`src/rtl/aldp_defs.svh`:
```
/*
  constants for the add and logic datapath: opcodes, flag bit positions,
  memory size, reset values.
  assumes inclusion by bare name from rtl/ files and from the package.
*/
`ifndef ALDP_DEFS_SVH
`define ALDP_DEFS_SVH

// ----------------------------------------
// operation codes
// ----------------------------------------
`define ALDP_OP_NOP 4'h0
`define ALDP_OP_ADC 4'h1
`define ALDP_OP_ADD_WITH_SPILL_TO_MEMORY 4'h2
`define ALDP_OP_ADD_MEM 4'h3
`define ALDP_OP_ADD_IMM 4'h4
`define ALDP_OP_SUM_TO_MEMORY 4'h5
`define ALDP_OP_AND_MEM 4'h6
`define ALDP_OP_AND_IMM 4'h7
`define ALDP_OP_MASK_TO_MEMORY 4'h8
`define ALDP_OP_W 4

// ----------------------------------------
// flag positions in the flag vector
// ----------------------------------------
`define ALDP_FLAG_CARRY 0
`define ALDP_FLAG_NIBBLE 1
`define ALDP_FLAG_ZERO 2
`define ALDP_FLAG_SIGNED 3

// ----------------------------------------
// sizes and reset values
// ----------------------------------------
`define ALDP_DATA_W 8
`define ALDP_MEM_DEPTH 96
`define ALDP_ADDR_W 7
`define ALDP_WREG_RST 8'h00
`define ALDP_FLAGS_RST 4'h0

// ----------------------------------------
// wishbone register map
// ----------------------------------------
`define ALDP_REG_CMD 4'h0
`define ALDP_REG_WREG 4'h4
`define ALDP_REG_FLAGS 4'h8
`define ALDP_REG_STAT 4'hc
`define ALDP_BUS_MEM_BASE 9'h100
`define ALDP_CMD_GO_BIT 31

`endif

```
`src/rtl/aldp_pkg.sv`:
```
/*
  types for the add and logic datapath.
  assumes aldp_defs.svh is on the include path.
*/
`include "aldp_defs.svh"

package aldp_pkg;

  // ----------------------------------------
  // operation selector
  // ----------------------------------------
  typedef enum logic [3:0] {
    ALDP_NOP = `ALDP_OP_NOP,
    ALDP_ADC = `ALDP_OP_ADC,
    ALDP_ADC_MEM = `ALDP_OP_ADD_WITH_SPILL_TO_MEMORY,
    ALDP_ADD_MEM = `ALDP_OP_ADD_MEM,
    ALDP_ADD_IMM = `ALDP_OP_ADD_IMM,
    ALDP_SUM_MEM = `ALDP_OP_SUM_TO_MEMORY,
    ALDP_AND_MEM = `ALDP_OP_AND_MEM,
    ALDP_AND_IMM = `ALDP_OP_AND_IMM,
    ALDP_AND_TO_MEM = `ALDP_OP_MASK_TO_MEMORY
  } aldp_op_e;

  // ----------------------------------------
  // sequencer states, gray along the path
  // ----------------------------------------
  typedef enum logic [1:0] {
    ALDP_IDLE = 2'b00,
    ALDP_READ = 2'b01,
    ALDP_EXEC = 2'b11
  } aldp_state_e;

  // ----------------------------------------
  // flag set
  // ----------------------------------------
  typedef struct packed {
    logic signed_range_flag;
    logic zero;
    logic nibble_spill_flag;
    logic carry;
  } aldp_flags_s;

  // ----------------------------------------
  // adder answer
  // ----------------------------------------
  typedef struct packed {
    logic [7:0] result;
    aldp_flags_s flags;
  } aldp_alu_s;

  // ----------------------------------------
  // one instruction
  // ----------------------------------------
  typedef struct packed {
    aldp_op_e op;
    logic [6:0] addr;
    logic [7:0] imm;
  } aldp_cmd_s;

endpackage : aldp_pkg

```
`src/rtl/aldp_alu.sv`:
```
/*
  combinational add and and unit with flag generation.
  assumes eight-bit operands and a carry input.
*/
module aldp_alu (
  // operands
  input wire logic [7:0] a_i,
  input wire logic [7:0] b_i,
  input wire logic cin_i,
  input wire logic and_i,
  // result
  output aldp_pkg::aldp_alu_s res_o
);
  import aldp_pkg::*;

  logic [4:0] low_sum;
  logic [3:0] high_sum;
  logic [7:0] and_val;
  logic [7:0] sum_val;

  assign low_sum = {1'b0, a_i[3:0]} + {1'b0, b_i[3:0]} + {4'h0, cin_i};
  assign high_sum = {1'b0, a_i[6:4]} + {1'b0, b_i[6:4]} + {3'h0, low_sum[4]};
  assign sum_val = {a_i[7] ^ b_i[7] ^ high_sum[3], high_sum[2:0], low_sum[3:0]};
  assign and_val = a_i & b_i;

  always_comb begin
    res_o = '0;
    if (and_i) begin
      res_o.result = and_val;
      res_o.flags.zero = (and_val == 8'h00);
    end else begin
      res_o.result = sum_val;
      res_o.flags.zero = (sum_val == 8'h00);
      res_o.flags.carry = (a_i[7] & b_i[7]) | (high_sum[3] & (a_i[7] ^ b_i[7]));
      res_o.flags.nibble_spill_flag = low_sum[4];
      res_o.flags.signed_range_flag = (a_i[7] == b_i[7]) && (sum_val[7] != a_i[7]);
    end
  end

endmodule : aldp_alu

```
`src/rtl/aldp_mem.sv`:
```
/*
  data memory for the datapath: one write port, one registered read port.
  assumes a single clock; read data appear one cycle after the address.
*/
`include "aldp_defs.svh"

module aldp_mem #(
  parameter int DEPTH = `ALDP_MEM_DEPTH,
  parameter int AW = `ALDP_ADDR_W,
  parameter int DW = `ALDP_DATA_W
) (
  // clock
  input wire logic clk_i,
  // write port
  input wire logic we_i,
  input wire logic [AW-1:0] waddr_i,
  input wire logic [DW-1:0] wdata_i,
  // read port
  input wire logic [AW-1:0] raddr_i,
  output logic [DW-1:0] rdata_o
);

  logic [DW-1:0] mem_r [DEPTH];

  // ----------------------------------------
  // write
  // ----------------------------------------
  always_ff @(posedge clk_i) begin
    if (we_i && (int'(waddr_i) < DEPTH)) begin
      mem_r[waddr_i] <= wdata_i;
    end
  end

  // ----------------------------------------
  // registered read
  // ----------------------------------------
  always_ff @(posedge clk_i) begin
    if (int'(raddr_i) < DEPTH) begin
      rdata_o <= mem_r[raddr_i];
    end else begin
      rdata_o <= '0;
    end
  end

endmodule : aldp_mem

```
`src/rtl/aldp_top.sv`:
```
/*
  add and logic datapath with working register, flags and data memory,
  reached over classic wishbone.
  assumes a single 50 MHz clock and a synchronous active high reset.
  map: 0x0 command (write: bit31 go, [3:0] op, [14:8] addr, [23:16] imm;
  read: last accepted command), 0x4 working register, 0x8 flags, 0xc status,
  0x100 + 4*n data memory byte n.
*/
`include "aldp_defs.svh"

module aldp_top (
  // clock and reset
  input wire logic clk_i,
  input wire logic rst_i,
  // wishbone slave
  input wire logic cyc_i,
  input wire logic stb_i,
  input wire logic we_i,
  input wire logic [3:0] sel_i,
  input wire logic [11:0] adr_i,
  input wire logic [31:0] dat_i,
  output logic [31:0] dat_o,
  output logic ack_o,
  output logic err_o,
  // datapath state
  output logic [7:0] working_register_o,
  output aldp_pkg::aldp_flags_s flags_o,
  output logic busy_o
);
  import aldp_pkg::*;

  // ----------------------------------------
  // decode helpers
  // ----------------------------------------
  function automatic logic is_mem_dest(input aldp_op_e op);
    is_mem_dest = (op == ALDP_ADC_MEM) || (op == ALDP_SUM_MEM) || (op == ALDP_AND_TO_MEM);
  endfunction : is_mem_dest

  function automatic logic is_and(input aldp_op_e op);
    is_and = (op == ALDP_AND_MEM) || (op == ALDP_AND_IMM) || (op == ALDP_AND_TO_MEM);
  endfunction : is_and

  function automatic logic uses_imm(input aldp_op_e op);
    uses_imm = (op == ALDP_ADD_IMM) || (op == ALDP_AND_IMM);
  endfunction : uses_imm

  function automatic logic is_valid_op(input logic [3:0] code);
    is_valid_op = (code >= `ALDP_OP_ADC) && (code <= `ALDP_OP_MASK_TO_MEMORY);
  endfunction : is_valid_op

  function automatic logic reg_hit(input logic [11:0] a, input logic [3:0] off);
    reg_hit = (a == {8'h00, off});
  endfunction : reg_hit

  // ----------------------------------------
  // state
  // ----------------------------------------
  logic [7:0] working_register_r;
  aldp_flags_s flags_r;
  aldp_state_e state_r;
  aldp_cmd_s cmd_r;
  logic bad_cmd_r;
  logic [31:0] dat_r;
  logic ack_r;
  logic err_r;
  logic mem_we;
  logic [6:0] mem_waddr;
  logic [7:0] mem_wdata;
  logic [6:0] mem_raddr;
  logic [7:0] mem_rdata;
  logic mem_rd_pend_r;
  aldp_alu_s alu_res;
  logic [7:0] operand_b;
  logic req;
  logic wr_cmd;
  logic in_mem;
  logic [6:0] bus_idx;
  logic go;
  logic op_ok;
  logic wr_wreg;
  logic wr_flags;
  logic wr_mem;
  logic alu_cin;
  logic busy_r;
  aldp_cmd_s cmd_nxt;
  logic [31:0] cmd_word;
  logic [31:0] stat_word;

  assign req = cyc_i && stb_i && !ack_r && !err_r;
  assign in_mem = (adr_i >= 12'(`ALDP_BUS_MEM_BASE))
                  && (adr_i < 12'(`ALDP_BUS_MEM_BASE + 4 * `ALDP_MEM_DEPTH));
  assign bus_idx = 7'((adr_i - 12'(`ALDP_BUS_MEM_BASE)) >> 2);
  assign wr_cmd = req && we_i && reg_hit(adr_i, `ALDP_REG_CMD) && sel_i[3];
  assign go = wr_cmd && dat_i[`ALDP_CMD_GO_BIT] && (state_r == ALDP_IDLE);
  assign op_ok = is_valid_op(dat_i[3:0]);

  // ----------------------------------------
  // bus write strobes
  // ----------------------------------------
  // writes land only with their ack, never while busy
  assign wr_wreg = req && we_i && reg_hit(adr_i, `ALDP_REG_WREG) && sel_i[0]
                   && (state_r == ALDP_IDLE);
  assign wr_flags = req && we_i && reg_hit(adr_i, `ALDP_REG_FLAGS) && sel_i[0]
                    && (state_r == ALDP_IDLE);
  assign wr_mem = req && we_i && in_mem && sel_i[0] && (state_r == ALDP_IDLE);

  // ----------------------------------------
  // command fields
  // ----------------------------------------
  // op, address and immediate of a go write
  always_comb begin
    cmd_nxt.op = aldp_op_e'(dat_i[3:0]);
    cmd_nxt.addr = dat_i[14:8];
    cmd_nxt.imm = dat_i[23:16];
  end

  // ----------------------------------------
  // readback words
  // ----------------------------------------
  assign cmd_word = {8'h00, cmd_r.imm, 1'b0, cmd_r.addr, 4'h0, cmd_r.op};
  assign stat_word = {30'h0000_0000, bad_cmd_r, busy_r};

  // ----------------------------------------
  // operand and alu
  // ----------------------------------------
  assign operand_b = uses_imm(cmd_r.op) ? cmd_r.imm : mem_rdata;
  assign alu_cin = ((cmd_r.op == ALDP_ADC) || (cmd_r.op == ALDP_ADC_MEM)) && flags_r.carry;

  aldp_alu u_alu (
    .a_i(working_register_r),
    .b_i(operand_b),
    .cin_i(alu_cin),
    .and_i(is_and(cmd_r.op)),
    .res_o(alu_res)
  );

  // ----------------------------------------
  // data memory
  // ----------------------------------------
  always_comb begin
    mem_we = 1'b0;
    mem_waddr = cmd_r.addr;
    mem_wdata = alu_res.result;
    mem_raddr = cmd_r.addr;
    if (state_r == ALDP_EXEC) begin
      mem_we = is_mem_dest(cmd_r.op);
    end else if (state_r == ALDP_IDLE) begin
      mem_raddr = bus_idx;
      if (wr_mem) begin
        mem_we = 1'b1;
        mem_waddr = bus_idx;
        mem_wdata = dat_i[7:0];
      end
    end
  end

  aldp_mem #(
    .DEPTH(`ALDP_MEM_DEPTH),
    .AW(`ALDP_ADDR_W),
    .DW(`ALDP_DATA_W)
  ) u_mem (
    .clk_i(clk_i),
    .we_i(mem_we),
    .waddr_i(mem_waddr),
    .wdata_i(mem_wdata),
    .raddr_i(mem_raddr),
    .rdata_o(mem_rdata)
  );

  // ----------------------------------------
  // sequencer
  // ----------------------------------------
  always_ff @(posedge clk_i) begin
    if (rst_i) begin
      state_r <= ALDP_IDLE;
      cmd_r <= '0;
      bad_cmd_r <= 1'b0;
    end else begin
      case (state_r)
        ALDP_IDLE: begin
          if (go) begin
            if (op_ok) begin
              cmd_r <= cmd_nxt;
              bad_cmd_r <= 1'b0;
              state_r <= ALDP_READ;
            end else begin
              bad_cmd_r <= 1'b1;
            end
          end
        end
        ALDP_READ: state_r <= ALDP_EXEC;
        ALDP_EXEC: state_r <= ALDP_IDLE;
        default: state_r <= ALDP_IDLE;
      endcase
    end
  end

  // ----------------------------------------
  // working register
  // ----------------------------------------
  always_ff @(posedge clk_i) begin
    if (rst_i) begin
      working_register_r <= `ALDP_WREG_RST;
    end else if (state_r == ALDP_EXEC) begin
      if (!is_mem_dest(cmd_r.op)) begin
        working_register_r <= alu_res.result;
      end
    end else if (wr_wreg) begin
      working_register_r <= dat_i[7:0];
    end
  end

  // ----------------------------------------
  // flags
  // ----------------------------------------
  always_ff @(posedge clk_i) begin
    if (rst_i) begin
      flags_r <= `ALDP_FLAGS_RST;
    end else if (state_r == ALDP_EXEC) begin
      if (is_and(cmd_r.op)) begin
        flags_r.zero <= alu_res.flags.zero;
      end else begin
        flags_r <= alu_res.flags;
      end
    end else if (wr_flags) begin
      flags_r <= dat_i[3:0];
    end
  end

  // ----------------------------------------
  // busy flag
  // ----------------------------------------
  // high through read and execute
  always_ff @(posedge clk_i) begin
    if (rst_i) begin
      busy_r <= 1'b0;
    end else if (go && op_ok) begin
      busy_r <= 1'b1;
    end else if (state_r == ALDP_EXEC) begin
      busy_r <= 1'b0;
    end
  end

  // ----------------------------------------
  // memory read wait
  // ----------------------------------------
  // registered memory: data stand one edge after the address
  always_ff @(posedge clk_i) begin
    if (rst_i) begin
      mem_rd_pend_r <= 1'b0;
    end else begin
      mem_rd_pend_r <= !mem_rd_pend_r && req && in_mem && !we_i && (state_r == ALDP_IDLE);
    end
  end

  // ----------------------------------------
  // wishbone answer
  // ----------------------------------------
  always_ff @(posedge clk_i) begin
    if (rst_i) begin
      ack_r <= 1'b0;
      err_r <= 1'b0;
      dat_r <= '0;
    end else begin
      ack_r <= 1'b0;
      err_r <= 1'b0;
      if (mem_rd_pend_r) begin
        ack_r <= 1'b1;
        dat_r <= {24'h00_0000, mem_rdata};
      end else if (req && in_mem) begin
        // memory writes wait for idle
        ack_r <= we_i && (state_r == ALDP_IDLE);
      end else if (req) begin
        case (adr_i)
          12'(`ALDP_REG_CMD): begin
            ack_r <= 1'b1;
            dat_r <= cmd_word;
          end
          12'(`ALDP_REG_WREG): begin
            ack_r <= (state_r == ALDP_IDLE) || !we_i;
            dat_r <= {24'h00_0000, working_register_r};
          end
          12'(`ALDP_REG_FLAGS): begin
            ack_r <= (state_r == ALDP_IDLE) || !we_i;
            dat_r <= {28'h000_0000, flags_r};
          end
          12'(`ALDP_REG_STAT): begin
            ack_r <= 1'b1;
            dat_r <= stat_word;
          end
          default: err_r <= 1'b1;
        endcase
      end
    end
  end

  // ----------------------------------------
  // outputs
  // ----------------------------------------
  assign ack_o = ack_r;
  assign err_o = err_r;
  assign dat_o = dat_r;
  assign working_register_o = working_register_r;
  assign flags_o = flags_r;
  assign busy_o = busy_r;

endmodule : aldp_top

```
`config.mk`:
```
export PLATFORM = sky130hd
export DESIGN_NAME = aldp_top
export DESIGN_NICKNAME = d
export VERILOG_FILES = /design/src/rtl/aldp_pkg.sv /design/src/rtl/aldp_alu.sv /design/src/rtl/aldp_mem.sv /design/src/rtl/aldp_top.sv
export VERILOG_INCLUDE_DIRS = /design/src /design/src/rtl
export SDC_FILE = /design/constraint.sdc
export NUM_CORES = 1
export LEC_CHECK = 0
export ABC_AREA = 1
export BUFFER_PORTS_ARGS = -buffer_cell sky130_fd_sc_hd__buf_4
export CAP_MARGIN = 20
export CORE_ASPECT_RATIO = 1.4
export CORE_MARGIN = 2
export CORE_UTILIZATION = 30
export DETAILED_ROUTE_END_ITERATION = 12
export PLACE_DENSITY = 0.5
export SLEW_MARGIN = 25
export SYNTH_ARGS = -nofsm -noshare
export SYNTH_HDL_FRONTEND = slang
export SYNTH_HIERARCHICAL = 1
export SYNTH_SLANG_ARGS = --single-unit
```
`constraint.sdc`:
```
create_clock -name clk_i -period 6.3 [get_ports clk_i]
set_clock_uncertainty 0.15 [all_clocks]
set_input_delay 1.575 -clock clk_i [delete_from_list [all_inputs] [get_ports clk_i]]
set_output_delay 1.575 -clock clk_i [all_outputs]
set_load 0.03 [all_outputs]
```
# == After elaboration in Yosys (flattened, before gate mapping) ==
# Memory sizes are Yosys's and may differ from the RTL's. A register that Yosys moved wholly into a read port is not among the register bits.
# Index checks and enable logic that the tools add are counted.
# totals
ff_bits,70
ramBits,768
in_bits,53
out_inout_bits,47
mem_count,1
# memory_table
memory,depth,word_bits,read_ports,rd_clocked_by_memory_dff,write_ports,line,source
u_mem.mem_r,96,8,1,1,1,aldp_mem.sv:23,logic [DW-1:0] mem_r [DEPTH];
# classes
addsub,5
order_cmp,6
n_eq_ne,19
mux,38
n_bitwise,8
reduce_logical,63
# ops
cell,count
32-bit case mux with 4 select lines,1
8-bit two-way mux,11
7-bit two-way mux,5
1-bit logical AND,29
12-bit by 4-bit == test with 1-bit output (second input constant),2
4-bit by 3-bit == test with 1-bit output (second input constant),4
8-bit zero test,2
7-bit less-than comparator (second input constant),2
1-bit two-way mux,14
12-bit by 3-bit == test with 1-bit output (second input constant),1
12-bit by 9-bit >= comparator with 1-bit output (second input constant),1
12-bit zero test,1
12-bit by 10-bit less-than comparator with 1-bit output (second input constant),1
2-bit inequality test (second input constant),5
3-bit AND reduction,3
9-bit subtractor (second input constant),1
8-bit bitwise AND,1
4-bit two-way mux,2
2-bit AND reduction,4
2-bit nonzero test,4
4-bit OR reduction,2
1-bit logical OR,7
2-bit two-way mux,3
2-bit OR reduction,3
other kinds (23),30

# == Logic depth before layout (Yosys ltp) ==
# Gate-level depths: netlist (run 1).
# depth
ltp_word,14
depth_mapped,24
depth_no_buf,24

# == Hierarchy ==
# Netlist (run 1), hierarchy kept.
# modules_own_cells
module,n_inst,cells_per_inst,area_each_um2,seq_area_each_um2
aldp_mem,1,2673,31692.9,23222.3
aldp_top,1,503,3367.0,1221.2
aldp_alu,1,84,501.7,0.0

# == Worst setup path after synthesis (run 1) ==
# OpenSTA, ideal clock, no wires.
# synth_path
path_kind,register to register
from,register cmd_r[15] (netlist bit)
to,memory u_mem/mem_r[0][7] (netlist bit) (data pin)
arrival_time_ps,5797
path_slack_ps,-367
stages_incl_launch_ff,18
path_buffers,1
synth_period_minus_slack_ps,6667
path_cell_list,dfxtp_1 > inv_1 > nand2_1 > nand4_1 > clkbuf_1 > o21ai_0 > inv_1 > fa_1 > fa_1 > inv_1 > nand3_1 > nand2_1 > fa_1 > a31oi_1 > fa_1 > o21ai_1 > inv_1 > a21oi_1
# synth_rtl
item,line,source
start: declaration,aldp_top.sv:61,aldp_cmd_s cmd_r;
start signal: assignment,aldp_top.sv:183,cmd_r <= cmd_nxt;
end: declaration,aldp_mem.sv:23,

==> out/summary.txt, run 1 <==
================================================================================
Run status ........................................................    completed
Final min period ..................................................      4954 ps
Number of resized instances in the post-cts repair step ...........            0
Worst-path maximum fanout .........................................           96
Detailed Route Iter0 Violations ...................................        1,656
Net count of the finished layout ..................................        3,391
Number of max-capacitance violations reported .....................            0
Die Y .............................................................     411.4 um
Final setup fails .................................................            0
Highest-delay cell along the critical path ........................ sky130_fd_sc_hd__fa_1
Vias/cell .........................................................        4.802
Power Density ..................................................... 290.7 nW/um^2
Critical Setup Path Class ......................................... register to register
Drt total wl ......................................................     98.99 mm
CTS H-tree depth ..................................................            3
Cell area after technology mapping ................................  35,560 um^2
Via count of the first global-routing pass ........................       23,200
# DRC .............................................................            0
Row count .........................................................          149
Count of buffers added by post-CTS timing repair for setup ........            0
Share of the yosys chip area belonging to registers ...............       68.74%
Hold Path Cell Cnt ................................................            2
RSZ-0062 raised after global routing ..............................           no
Achievable frequency ..............................................    201.8 MHz
Die area .......................................................... 121,300 um^2
Instance area at placement ........................................  38,000 um^2
Hpwl dp ...........................................................     60.17 mm
Simple-gate share of the synthesized area .........................       22.37%
Startpoint of the most critical hold path ......................... cmd_r[1]$_SDFFE_PP0P_
Share of the synthesized area in compound gates (AO/OA/AOI/OAI) ...       3.976%
Total of flip-flops plus latches after synthesis ..................          837
Count of warnings emitted by yosys ................................            6
Hold worst-path end ............................................... dat_o[17]$_SDFFE_PP0P_
Core Region ....................................................... 117,600 um^2
Clk pin slew, worst setup/hold paths ..............................        60 ps
CP Buf/Inv Count ..................................................            5
Fraction of synthesized area in multiplexers ......................           0%
Number of input and output port buffers inserted ..................           80
Required @ worst endpoint .........................................      6540 ps
Worst IR Drop VDD .................................................    0.1812 mV
Period utilisation layout .........................................       78.64%
Maximum number of pins on one net before global-route repair ......          128
Slew margin rel. ..................................................       34.33%
RD Place Congestion ...............................................       0.8907
Post-route insts no fill ..........................................        4,971
Finished layout cell area .........................................  40,530 um^2
GRT Util Overall ..................................................       16.23%
Vias after detailed routing .......................................       23,870
Worst-Skew Late Latency ...........................................       660 ps
TNS Setup .........................................................         0 ps
CTS Buffer Depth ..................................................            3
Slew of the pin with the lowest slew margin .......................     979.0 ps
Wire length of the first global-routing pass ......................     147.6 mm
Final ANT Viol Nets ...............................................            0
Detail-routed net length per standard cell ........................     19.91 um
Total clock sinks .................................................          837
Hold crit path type ............................................... register to register
Die outline width .................................................     295.0 um
Main combinational cell family by area after synthesis ............ simple AND/OR/NAND/NOR gates
Reg-to-reg endpoint ............................................... u_mem/mem_r[13][7]$_DFFE_PP_
Static Leak .......................................................   0.01449 uW
Number of top-level design ports ..................................          100
Total clock buffers created by CTS ................................           79
Share of layout cells above drive strength 1 ......................       9.985%
Final Max Slew Viols ..............................................            0
Startpoint kind of the worst setup timing path ....................     register
Worst Path Arrival ................................................      5200 ps
Ordered list of cells on the worst path ........................... inv_1, nand2_1, nand4_1, o21ai_0, inv_1, fa_1, fa_1, inv_1, nand3_1, nand2_1, fa_1, a31oi_1, fa_1, o21ai_1, inv_1, a21oi_4, buf_12
Iteration count of the initial detailed-routing pass ..............            5
Final hold violations .............................................            0
Cell at the root of the clock tree ................................ sky130_fd_sc_hd__clkbuf_16
Xor and xnor fraction of the mapped netlist area ..................           0%
TritonCTS clock tree ..............................................          yes
GR Overflow Total .................................................            0
Initial cell density of the core ..................................       30.23%
Number of antenna violations at the first check in global routing .            0
Critical Path Sink Type ...........................................     register
# placed instances ................................................        4,828
Syn Inst Count ....................................................        3,260
Register-to-register setup slack ..................................      1350 ps
Synthesized-area fraction occupied by adder cells .................      0.5629%
Stage delay of the slowest cell on the critical path ..............       500 ps
Unique masters post-synth .........................................           42
R2r startpoint .................................................... cmd_r[15]$_SDFFE_PP0P_
Worst-case reg-to-reg path depth ..................................           17
Total of hold buffers inserted after clock tree synthesis .........            0
Top cell family by delay on the critical path .....................  adder cells
Layout overhead on the synthesized area ...........................       13.97%
Avg Inst Size Synth ...............................................   10.91 um^2
================================================================================
==> cells in the mapped netlist, drive strengths merged <==
cell / count / area [um^2]
buf: 149 / 1033
conb: 1 / 3.750
ha: 8 / 100.1
clkbuf: 47 / 176.4
nor3: 11 / 55.05
clkinv: 3 / 11.26
dfxtp: 69 / 1381
fa: 5 / 100.1
nor2: 261 / 1031
a31oi: 3 / 18.77
o31ai: 24 / 180.2
edfxtp: 768 / 23060
nand3: 586 / 2995
o221ai: 8 / 70.07
a21boi: 2 / 15.02
nand2: 1001 / 3785
o21ai: 120 / 615.6
nand4: 12 / 75.07
a21oi: 80 / 400.4
o211ai: 13 / 97.59
nor4: 1 / 6.260
a2111oi: 1 / 8.760
o21a: 1 / 7.510
nand3b: 1 / 7.510
inv: 85 / 324.1
==> placed cells by master, fill, tap and decap left out, drive strengths merged <==
cell,n
a21boi,2
edfxtp,768
a31oi,3
conb,9
nor3,11
diode,1
o221ai,8
dfxtp,69
clkinvlp,3
o31ai,24
a2111oi,1
nand3b,1
o21a,1
bufinv,6
fa,5
o211ai,13
clkinv,35
nor2,261
o21ai,120
clkbuf,99
a21oi,80
inv,86
nor4,1
ha,8
nand2,1001
nand3,586
nand4,12
buf,172
==> stage by stage <==
step / utilization [%] / setup slack (ps) / hold slack, ps / total power [uW]
3_3_place_gp: 32.28 / 869.1 / 302.8 / 7194
5_1_grt: 34.45 / 1028 / 336.1 / 12180
2_1_floorplan: - / 80.54 / 287.5 / 6848
4_1_cts: 34.43 / 1381 / 316.1 / 11910
3_5_place_dp: 32.30 / 893.0 / 304.1 / 7204
6_report: 34.45 / 1346 / 318.4 / 11780
==> worst register-to-register path, cell delays in order (launching register included) <==
cell	delay (ps)
sky130_fd_sc_hd__dfxtp_1	360
sky130_fd_sc_hd__inv_1	80
sky130_fd_sc_hd__nand2_1	100
sky130_fd_sc_hd__nand4_1	470
sky130_fd_sc_hd__o21ai_0	440
sky130_fd_sc_hd__inv_1	100
sky130_fd_sc_hd__fa_1	440
sky130_fd_sc_hd__fa_1	410
sky130_fd_sc_hd__inv_1	90
sky130_fd_sc_hd__nand3_1	90
sky130_fd_sc_hd__nand2_1	110
sky130_fd_sc_hd__fa_1	230
sky130_fd_sc_hd__a31oi_1	130
sky130_fd_sc_hd__fa_1	500
sky130_fd_sc_hd__o21ai_1	260
sky130_fd_sc_hd__inv_1	120
sky130_fd_sc_hd__a21oi_4	150
sky130_fd_sc_hd__buf_12	400
==> metal layers <==
| layer | wire length (um) | global-route usage (%) | vias to the layer above |
|---|---|---|---|
| met2 | 51600 | 29.51 | 607 |
| met1 | 39610 | 19.23 | 11670 |
| met3 | 4653 | 2.374 | 147 |
| li1 | - | - | 11450 |
| met5 | 0 | 0 | - |
| met4 | 3126 | 6.017 | 0 |
==> how the worst max path moves through the flow <==
stage / end / cells after the start / startpoint
2_1_floorplan: u_mem/mem_r[0][5]$_DFFE_PP_ / 17 / cmd_r[15]$_SDFFE_PP0P_
3_3_place_gp: u_mem/mem_r[25][3]$_DFFE_PP_ / 10 / adr_i[11]
3_5_place_dp: u_mem/mem_r[25][3]$_DFFE_PP_ / 10 / adr_i[11]
4_1_cts: u_mem/mem_r[44][7]$_DFFE_PP_ / 17 / cmd_r[15]$_SDFFE_PP0P_
5_1_grt: u_mem/mem_r[44][7]$_DFFE_PP_ / 17 / cmd_r[15]$_SDFFE_PP0P_
6_report: u_mem/mem_r[13][7]$_DFFE_PP_ / 17 / cmd_r[15]$_SDFFE_PP0P_
==> power breakdown <==
group          switching [uW]  total [uW]  internal (uW)
clock network            2070        4700           2630
registers                6.52        6190           6190
logic                     666         883            217
total                    2740       11800           9040
==> sequential cells by signal, indices dropped and copies added, names as in the netlist <==
signal,count
ack_o,1
bad_cmd_r,1
state_r,2
mem_rd_pend_r,1
err_o,1
working_register_o,8
cmd_r,19
u_mem/rdata_o,8
flags_o,4
u_mem/mem_r,768
busy_o,1
dat_o,23
==> area by class of cell <==
cell class,instances,area (um^2)
Sequential cell,837,24440
Fill cell,11700,77110
Clock inverter,42,381.6
Inverter,88,352.8
Multi-Input combinational cell,2147,9744
Timing Repair Buffer,172,1506
Clock buffer,99,2115
Antenna cell,1,2.502
Tap cell,1585,1983
==> logic make-up after synthesis <==
kind of cell    count (synthesis)
fa+ha+maj                      13
compound gates                252
buf+inv                       284
simple gates                 1873
flops                         837
other cells                     1
Note: power is estimated with default switching activity, not from simulation.
==> inputs of run 2 (changes only) <==
- clock period: 6.3 -> 4.3 ns (I/O delays scaled with it)
==> run 2 against run 1 <==
Core utilization is 0.82 points higher. Total power is 47% higher. Maximum frequency is 22% higher. Highest routed layer unchanged. Wire length is 1.1% higher. Final cell count is 2.0% higher. Sequential cell count stayed put. Sequential power is 47% higher.
==> out/summary.txt, run 2 (synthesis gave the netlist of run 1 again) <==
================================================================================
Run status ........................................................    completed
Die outline width .................................................     295.0 um   unchanged
Required @ worst endpoint .........................................      4650 ps   -1890 ps
Crit. path cell count .............................................           19   +2
Achievable frequency ..............................................    245.8 MHz   +22%
Die area .......................................................... 121,300 um^2   unchanged
Antenna cells .....................................................            0   -1
Stage delay of the slowest cell on the critical path ..............       530 ps   +30 ps
Via count of the first global-routing pass ........................       23,550   +1.5%
CTS H-tree depth ..................................................            3   unchanged
GRT Util Overall ..................................................       16.39%   +0.16 points
Iteration count of the initial detailed-routing pass ..............            5   unchanged
Vias/cell .........................................................        4.745   -1.2%
Total clock buffers created by CTS ................................           81   +2.5%
Clk pin slew, worst setup/hold paths ..............................        60 ps   about the same
Finished layout cell area .........................................  41,490 um^2   +2.4%
Startpoint kind of the worst setup timing path ....................     register
Number of top-level design ports ..................................          100   unchanged
TNS Setup .........................................................         0 ps   unchanged
Instance area at placement ........................................  38,950 um^2   +2.5%
Final min period ..................................................      4069 ps   -885.7 ps
DRT met1 WL .......................................................     39.67 mm   +0.15%
Startpoint of the most critical hold path ......................... cmd_r[2]$_SDFFE_PP0P_
Worst-case reg-to-reg path depth ..................................           19   +2
Register-to-register setup slack ..................................       230 ps   -1110 ps
Leading cell types in the layout, fill and taps excluded .......... sky130_fd_sc_hd__nand2_1, sky130_fd_sc_hd__edfxtp_1, sky130_fd_sc_hd__nand3_1
Wire length of the first global-routing pass ......................     148.8 mm   +0.78%
Slew of the pin with the lowest slew margin .......................     970.9 ps   -8.105 ps
Vias after detailed routing .......................................       24,050   +0.75%
Most repeated library cell on the critical path ................... sky130_fd_sc_hd__fa_2
Net count of the finished layout ..................................        3,487   +2.8%
TritonCTS clock tree ..............................................          yes
# DRC .............................................................            0   unchanged
Hpwl dp ...........................................................     62.23 mm   +3.4%
Number of input and output port buffers inserted ..................           80   unchanged
Core Region ....................................................... 117,600 um^2   unchanged
Ordered list of cells on the worst path ........................... inv_2, nand2_2, nand4_1, buf_6, o21ai_4, inv_1, fa_2, fa_2, inv_2, nand3_2, nand2_2, fa_2, a31oi_2, fa_1, o21ai_2, inv_1, a21oi_4, buf_12, clkbuf_16
Hold worst-path end ............................................... dat_o[18]$_SDFFE_PP0P_
Power Density ..................................................... 417.2 nW/um^2   +44%
RD Place Congestion ...............................................       0.8688   -2.5%
Share of layout cells above drive strength 1 ......................       12.57%   +2.6 points
Cell at the root of the clock tree ................................ sky130_fd_sc_hd__clkbuf_16
Initial cell density of the core ..................................       30.23%   unchanged
Hold Path Cell Cnt ................................................            2   unchanged
Critical Path Sink Type ...........................................     register
Highest-delay cell along the critical path ........................ sky130_fd_sc_hd__fa_1
RSZ-0062 raised after global routing ..............................           no
Worst-path maximum fanout .........................................           19   -80%
Final setup fails .................................................            0   unchanged
Hold crit path type ............................................... register to register
Critical Setup Path Class ......................................... register to register
Static Leak .......................................................   0.01506 uW   +3.9%
Layout overhead on the synthesized area ...........................       16.68%
Number of max-capacitance violations reported .....................            0   unchanged
GR Overflow Total .................................................            0   unchanged
Total clock sinks .................................................          837   unchanged
Register containing the most flip-flops in the final layout .......  u_mem/mem_r
Highest routed metal layer ........................................         met4
CP Buf/Inv Count ..................................................            7   +2
Met3 routed wirelength ............................................     4.364 mm   -6.2%
Commonest non-fill, non-tap cell in the layout .................... sky130_fd_sc_hd__nand2_1
Final Max Slew Viols ..............................................            0   unchanged
Detail-routed net length per standard cell ........................     19.74 um   -0.87%
Maximum number of pins on one net before global-route repair ......          157   +23%
Drt total wl ......................................................     100.1 mm   +1.1%
Number of antenna violations at the first check in global routing .            2   +2
Die Y .............................................................     411.4 um   unchanged
Worst Path Arrival ................................................      4420 ps   -780 ps
Period utilisation layout .........................................       94.62%   +16 points
Worst-Skew Late Latency ...........................................       660 ps   about the same
R2r startpoint .................................................... cmd_r[16]$_SDFFE_PP0P_
Reg-to-reg endpoint ............................................... u_mem/mem_r[42][7]$_DFFE_PP_
Final hold violations .............................................            0   unchanged
CTS Buffer Depth ..................................................            3   unchanged
Worst IR Drop VDD .................................................    0.3404 mV   +88%
Detailed Route Iter0 Violations ...................................        1,719   +3.8%
Slew margin rel. ..................................................       34.59%   +0.26 points
Flip-flop count of the largest register after layout ..............          768   unchanged
WL met2 ...........................................................     52.86 mm   +2.4%
Row count .........................................................          149   unchanged
Top cell family by delay on the critical path .....................  adder cells
Final ANT Viol Nets ...............................................            0   unchanged
================================================================================
## run 2: cell count changes in the layout (fill, tap and decap cells not counted), sizes merged
cell      previous run  this run
buf                172       265
bufinv               6         5
clkbuf              99       106
clkinvlp             3         2
diode                1         0
inv                 86        87
## run 2: power breakdown
group          internal, uW  total, uW  switching [uW]  leakage (uW)
Sequential             9060       9070            6.67       0.00754
Combinational           376       1380            1000       0.00631
Clock                  3840       6860            3020       0.00121
## run 2: metal layers
metal	global-route usage, %	vias up
met5	0	-
met4	5.568	0
met3	2.482	155
met2	30.30	556
met1	19.14	11710
li1	-	11640
## run 2: worst min-delay path, delay by kind of cell (launching register included)
kind / cells / cell delay [ps]
AND/OR/NAND/NOR: 2 / 100
flip-flops: 1 / 320
## run 2: how the worst max path moves through the flow
| stage | startpoint | endpoint | slack [ps] |
|---|---|---|---|
| CTS | cmd_r[16]$_SDFFE_PP0P_ | u_mem/mem_r[45][7]$_DFFE_PP_ | 60 |
| global route | cmd_r[18]$_SDFFE_PP0P_ | u_mem/mem_r[42][7]$_DFFE_PP_ | 4 |
| finish | cmd_r[16]$_SDFFE_PP0P_ | u_mem/mem_r[42][7]$_DFFE_PP_ | 230 |
| floorplan | adr_i[11] | u_mem/mem_r[0][2]$_DFFE_PP_ | -730 |
| detailed placement | cmd_r[16]$_SDFFE_PP0P_ | u_mem/mem_r[8][7]$_DFFE_PP_ | 80 |
| global placement | cmd_r[15]$_SDFFE_PP0P_ | u_mem/mem_r[9][7]$_DFFE_PP_ | 30 |
## run 2: per-stage QoR
step	util [%]	hold WS (ps)	setup slack (ps)	std cells	power, uW
2_1_floorplan	-	287.5	-731.8	3268	10020
3_3_place_gp	33.11	305.7	26.65	4922	10620
3_5_place_dp	33.11	306.8	79.55	4922	10630
4_1_cts	35.23	324.9	59.87	5068	17500
5_1_grt	35.27	336.1	4.059	5069	17910
6_report	35.27	314.7	231.3	5069	17310
## run 2: area by class of cell
class | count | area, um^2
inverter | 88 | 350.3
clock inverter | 41 | 331.6
sequential | 837 | 24450
clock buffer | 105 | 2160
multi-input combinational | 2147 | 9784
fill | 11670 | 76140
timing repair buffer | 266 | 2439
tap | 1585 | 1983
## run 2: what timing repair did
action | CTS | global route
setup endpoints to repair | 0 | 82
setup buffers | 0 | 0
hold buffers | 0 | 0
resized for setup | 0 | 5
==> inputs of run 3 (changes only) <==
- BUFFER_PORTS_ARGS: -buffer_cell sky130_fd_sc_hd__buf_4 -> -buffer_cell sky130_fd_sc_hd__buf_2
==> run 3 against run 2 <==
Clock power grew 8.7%. Highest routed layer unchanged. Die area is the same. Maximum frequency is essentially flat. Critical path type unchanged. Sequential share of layout area shrank 0.18 points. Total power grew 3.6%. First-iteration DRC count shrank 17%. Wire length grew 1.4%. Non-clock buffer count shrank 21. Sequential power is essentially flat. Combinational power is essentially flat.
==> out/summary.txt, run 3 (synthesis gave the netlist of run 1 again) <==
================================================================================
Run status ........................................................    completed
Via count of the first global-routing pass ........................       24,060   +2.2%
CTS H-tree depth ..................................................            3   unchanged
Drt total wl ......................................................     101.4 mm   +1.4%
Net count of the finished layout ..................................        3,467   -0.57%
Hold Path Cell Cnt ................................................            2   unchanged
Final min period ..................................................      4071 ps   +1.847 ps
Final Max Slew Viols ..............................................            0   unchanged
Final setup fails .................................................            0   unchanged
Share of layout cells above drive strength 1 ......................       12.63%   +0.062 points
Post-route insts no fill ..........................................        5,052   -0.34%
Share of power burned in combinational logic ......................         7.8%   about the same
Final hold violations .............................................            0   unchanged
# DRC .............................................................            0   unchanged
Total clock buffers created by CTS ................................           82   +1.2%
Layout overhead on the synthesized area ...........................       17.04%
Clock share of power ..............................................        41.6%   +1.9 points
RD Place Congestion ...............................................       0.8740   +0.60%
Hold crit path type ............................................... register to register
Final hold slack ..................................................     317.6 ps   +2.897 ps
Leading cell types in the layout, fill and taps excluded .......... sky130_fd_sc_hd__nand2_1, sky130_fd_sc_hd__edfxtp_1, sky130_fd_sc_hd__nand3_1
Sequential share of power .........................................        50.6%   -1.8 points
Number of input and output port buffers inserted ..................           80   unchanged
Required @ worst endpoint .........................................      4640 ps   about the same
Reg-to-reg endpoint ............................................... u_mem/mem_r[8][7]$_DFFE_PP_
CTS Buffer Depth ..................................................            3   unchanged
Commonest non-fill, non-tap cell in the layout .................... sky130_fd_sc_hd__nand2_1
Wire length of the first global-routing pass ......................     150.5 mm   +1.1%
Iteration count of the initial detailed-routing pass ..............            7   +2
Number of antenna violations at the first check in global routing .            0   -2
Critical Path Sink Type ...........................................     register
Total of hold buffers inserted after clock tree synthesis .........            0   unchanged
Critical Setup Path Class ......................................... register to register
Period utilisation layout .........................................       94.66%   about the same
Worst IR Drop VDD .................................................    0.3026 mV   -11%
Slew margin rel. ..................................................       36.27%   +1.7 points
Worst Path Arrival ................................................      4410 ps   about the same
GRT Util Overall ..................................................       16.60%   +0.22 points
Row count .........................................................          149   unchanged
Worst-case reg-to-reg path depth ..................................           19   unchanged
Register containing the most flip-flops in the final layout .......  u_mem/mem_r
Number of top-level design ports ..................................          100   unchanged
RSZ-0062 raised after global routing ..............................           no
Worst-Skew Late Latency ...........................................       660 ps   about the same
Initial cell density of the core ..................................       30.23%   unchanged
Number of max-capacitance violations reported .....................            0   unchanged
Worst-path maximum fanout .........................................           36   +17
Cell-internal power ...............................................    13,780 uW   +3.8%
Antenna cells .....................................................            0   unchanged
Flip-flop count of the largest register after layout ..............          768   unchanged
Die Y .............................................................     411.4 um   unchanged
Core Region ....................................................... 117,600 um^2   unchanged
Total clock sinks .................................................          837   unchanged
Vias/cell .........................................................        4.739   -0.12%
Instance area at placement ........................................  38,830 um^2   -0.31%
GR Overflow Total .................................................            0   unchanged
Cell at the root of the clock tree ................................ sky130_fd_sc_hd__clkbuf_16
Detail-routed net length per standard cell ........................     20.08 um   +1.7%
Register-to-register setup slack ..................................       230 ps   about the same
Achievable frequency ..............................................    245.7 MHz   about the same
Finished layout cell area .........................................  41,620 um^2   +0.30%
Hpwl dp ...........................................................     64.08 mm   +3.0%
Origin of the worst setup path .................................... cmd_r[16]$_SDFFE_PP0P_
Slew of the pin with the lowest slew margin .......................     954.9 ps   -15.98 ps
Maximum number of pins on one net before global-route repair ......           99   -37%
Detailed Route Iter0 Violations ...................................        1,434   -17%
Die outline width .................................................     295.0 um   unchanged
Die area .......................................................... 121,300 um^2   unchanged
R2r startpoint .................................................... cmd_r[16]$_SDFFE_PP0P_
Static Leak .......................................................   0.01515 uW   +0.56%
Startpoint kind of the worst setup timing path ....................     register
TritonCTS clock tree ..............................................          yes
Net Sw Frac .......................................................       23.13%   -0.13 points
Critical path destination ......................................... u_mem/mem_r[8][7]$_DFFE_PP_
Clk pin slew, worst setup/hold paths ..............................        60 ps   about the same
Vias after detailed routing .......................................       23,940   -0.46%
# placed instances ................................................        4,901   -0.43%
Net switching component of the power ..............................      4146 uW   +3.0%
Power Density ..................................................... 430.8 nW/um^2   +3.3%
Final ANT Viol Nets ...............................................            0   unchanged
================================================================================
==> run 3: worst max-delay path, cell delays in order, from the launching register on <==
cell and delay [ps]:
sky130_fd_sc_hd__dfxtp_2 350, sky130_fd_sc_hd__inv_2 60, sky130_fd_sc_hd__nand2_2 80, sky130_fd_sc_hd__nand4_1 160, sky130_fd_sc_hd__buf_12 190, sky130_fd_sc_hd__o21ai_2 220, sky130_fd_sc_hd__inv_1 90, sky130_fd_sc_hd__fa_2 360
sky130_fd_sc_hd__fa_2 380, sky130_fd_sc_hd__inv_2 70, sky130_fd_sc_hd__nand3_2 70, sky130_fd_sc_hd__nand2_2 90, sky130_fd_sc_hd__fa_2 230, sky130_fd_sc_hd__a31oi_2 110, sky130_fd_sc_hd__fa_1 480, sky130_fd_sc_hd__o21ai_1 200
sky130_fd_sc_hd__inv_1 110, sky130_fd_sc_hd__a21oi_4 150, sky130_fd_sc_hd__buf_12 150, sky130_fd_sc_hd__buf_12 180
==> run 3: what timing repair did <==
action	CTS	global route
resized for setup	0	2
buffers inserted	0	1
setup endpoints to repair	0	108
==> run 3: how the worst min path moves through the flow <==
stage	start	to	slack, ps
2_1_floorplan	cmd_r[0]$_SDFFE_PP0P_	dat_o[16]$_SDFFE_PP0P_	290
3_3_place_gp	cmd_r[0]$_SDFFE_PP0P_	dat_o[16]$_SDFFE_PP0P_	310
3_5_place_dp	cmd_r[5]$_SDFFE_PP0P_	dat_o[21]$_SDFFE_PP0P_	300
4_1_cts	cmd_r[5]$_SDFFE_PP0P_	dat_o[21]$_SDFFE_PP0P_	320
5_1_grt	cmd_r[5]$_SDFFE_PP0P_	dat_o[21]$_SDFFE_PP0P_	330
6_report	dat_o[17]$_SDFFE_PP0P_	dat_o[17]$_SDFFE_PP0P_	320
==> run 3: power groups by stage <==
stage	logic [uW]	registers [uW]	clock network [uW]
3_3_place_gp	1410	9240	0
5_1_grt	1540	9060	7900
6_report	1400	9070	7460
3_5_place_dp	1430	9240	0
4_1_cts	1430	9070	7640
2_1_floorplan	757	9270	0
==> run 3: area by class of cell <==
class | instances | area [um^2]
multi-input cells | 2147 | 9773
well taps | 1585 | 1983
clock inverters | 49 | 516.7
flip-flops and latches | 837 | 24450
inverters | 88 | 352.8
repair buffers | 245 | 2297
clock buffers | 101 | 2251
fillers | 11620 | 76020
==> run 3: metrics by stage <==
step	setup TNS, ps	util, %	worst slack (ps)	total power (uW)
after global routing	0	35.38	51.26	18500
final	0	35.38	229.5	17930
after detailed placement	-1018	33.01	-47.90	10670
after CTS	0	35.36	77.64	18140
after floorplan	-161140	-	-731.8	10020
after global placement	-328.2	32.99	-20.91	10650
==> run 3: metal layers <==
metal  up-vias  track usage [%]  share of wire (%)
li1      11600                -                  -
met1     11600            19.03                 40
met5         -                0                  0
met2       549            30.56                 52
met3       186            2.072                3.8
met4         0            7.583                4.3
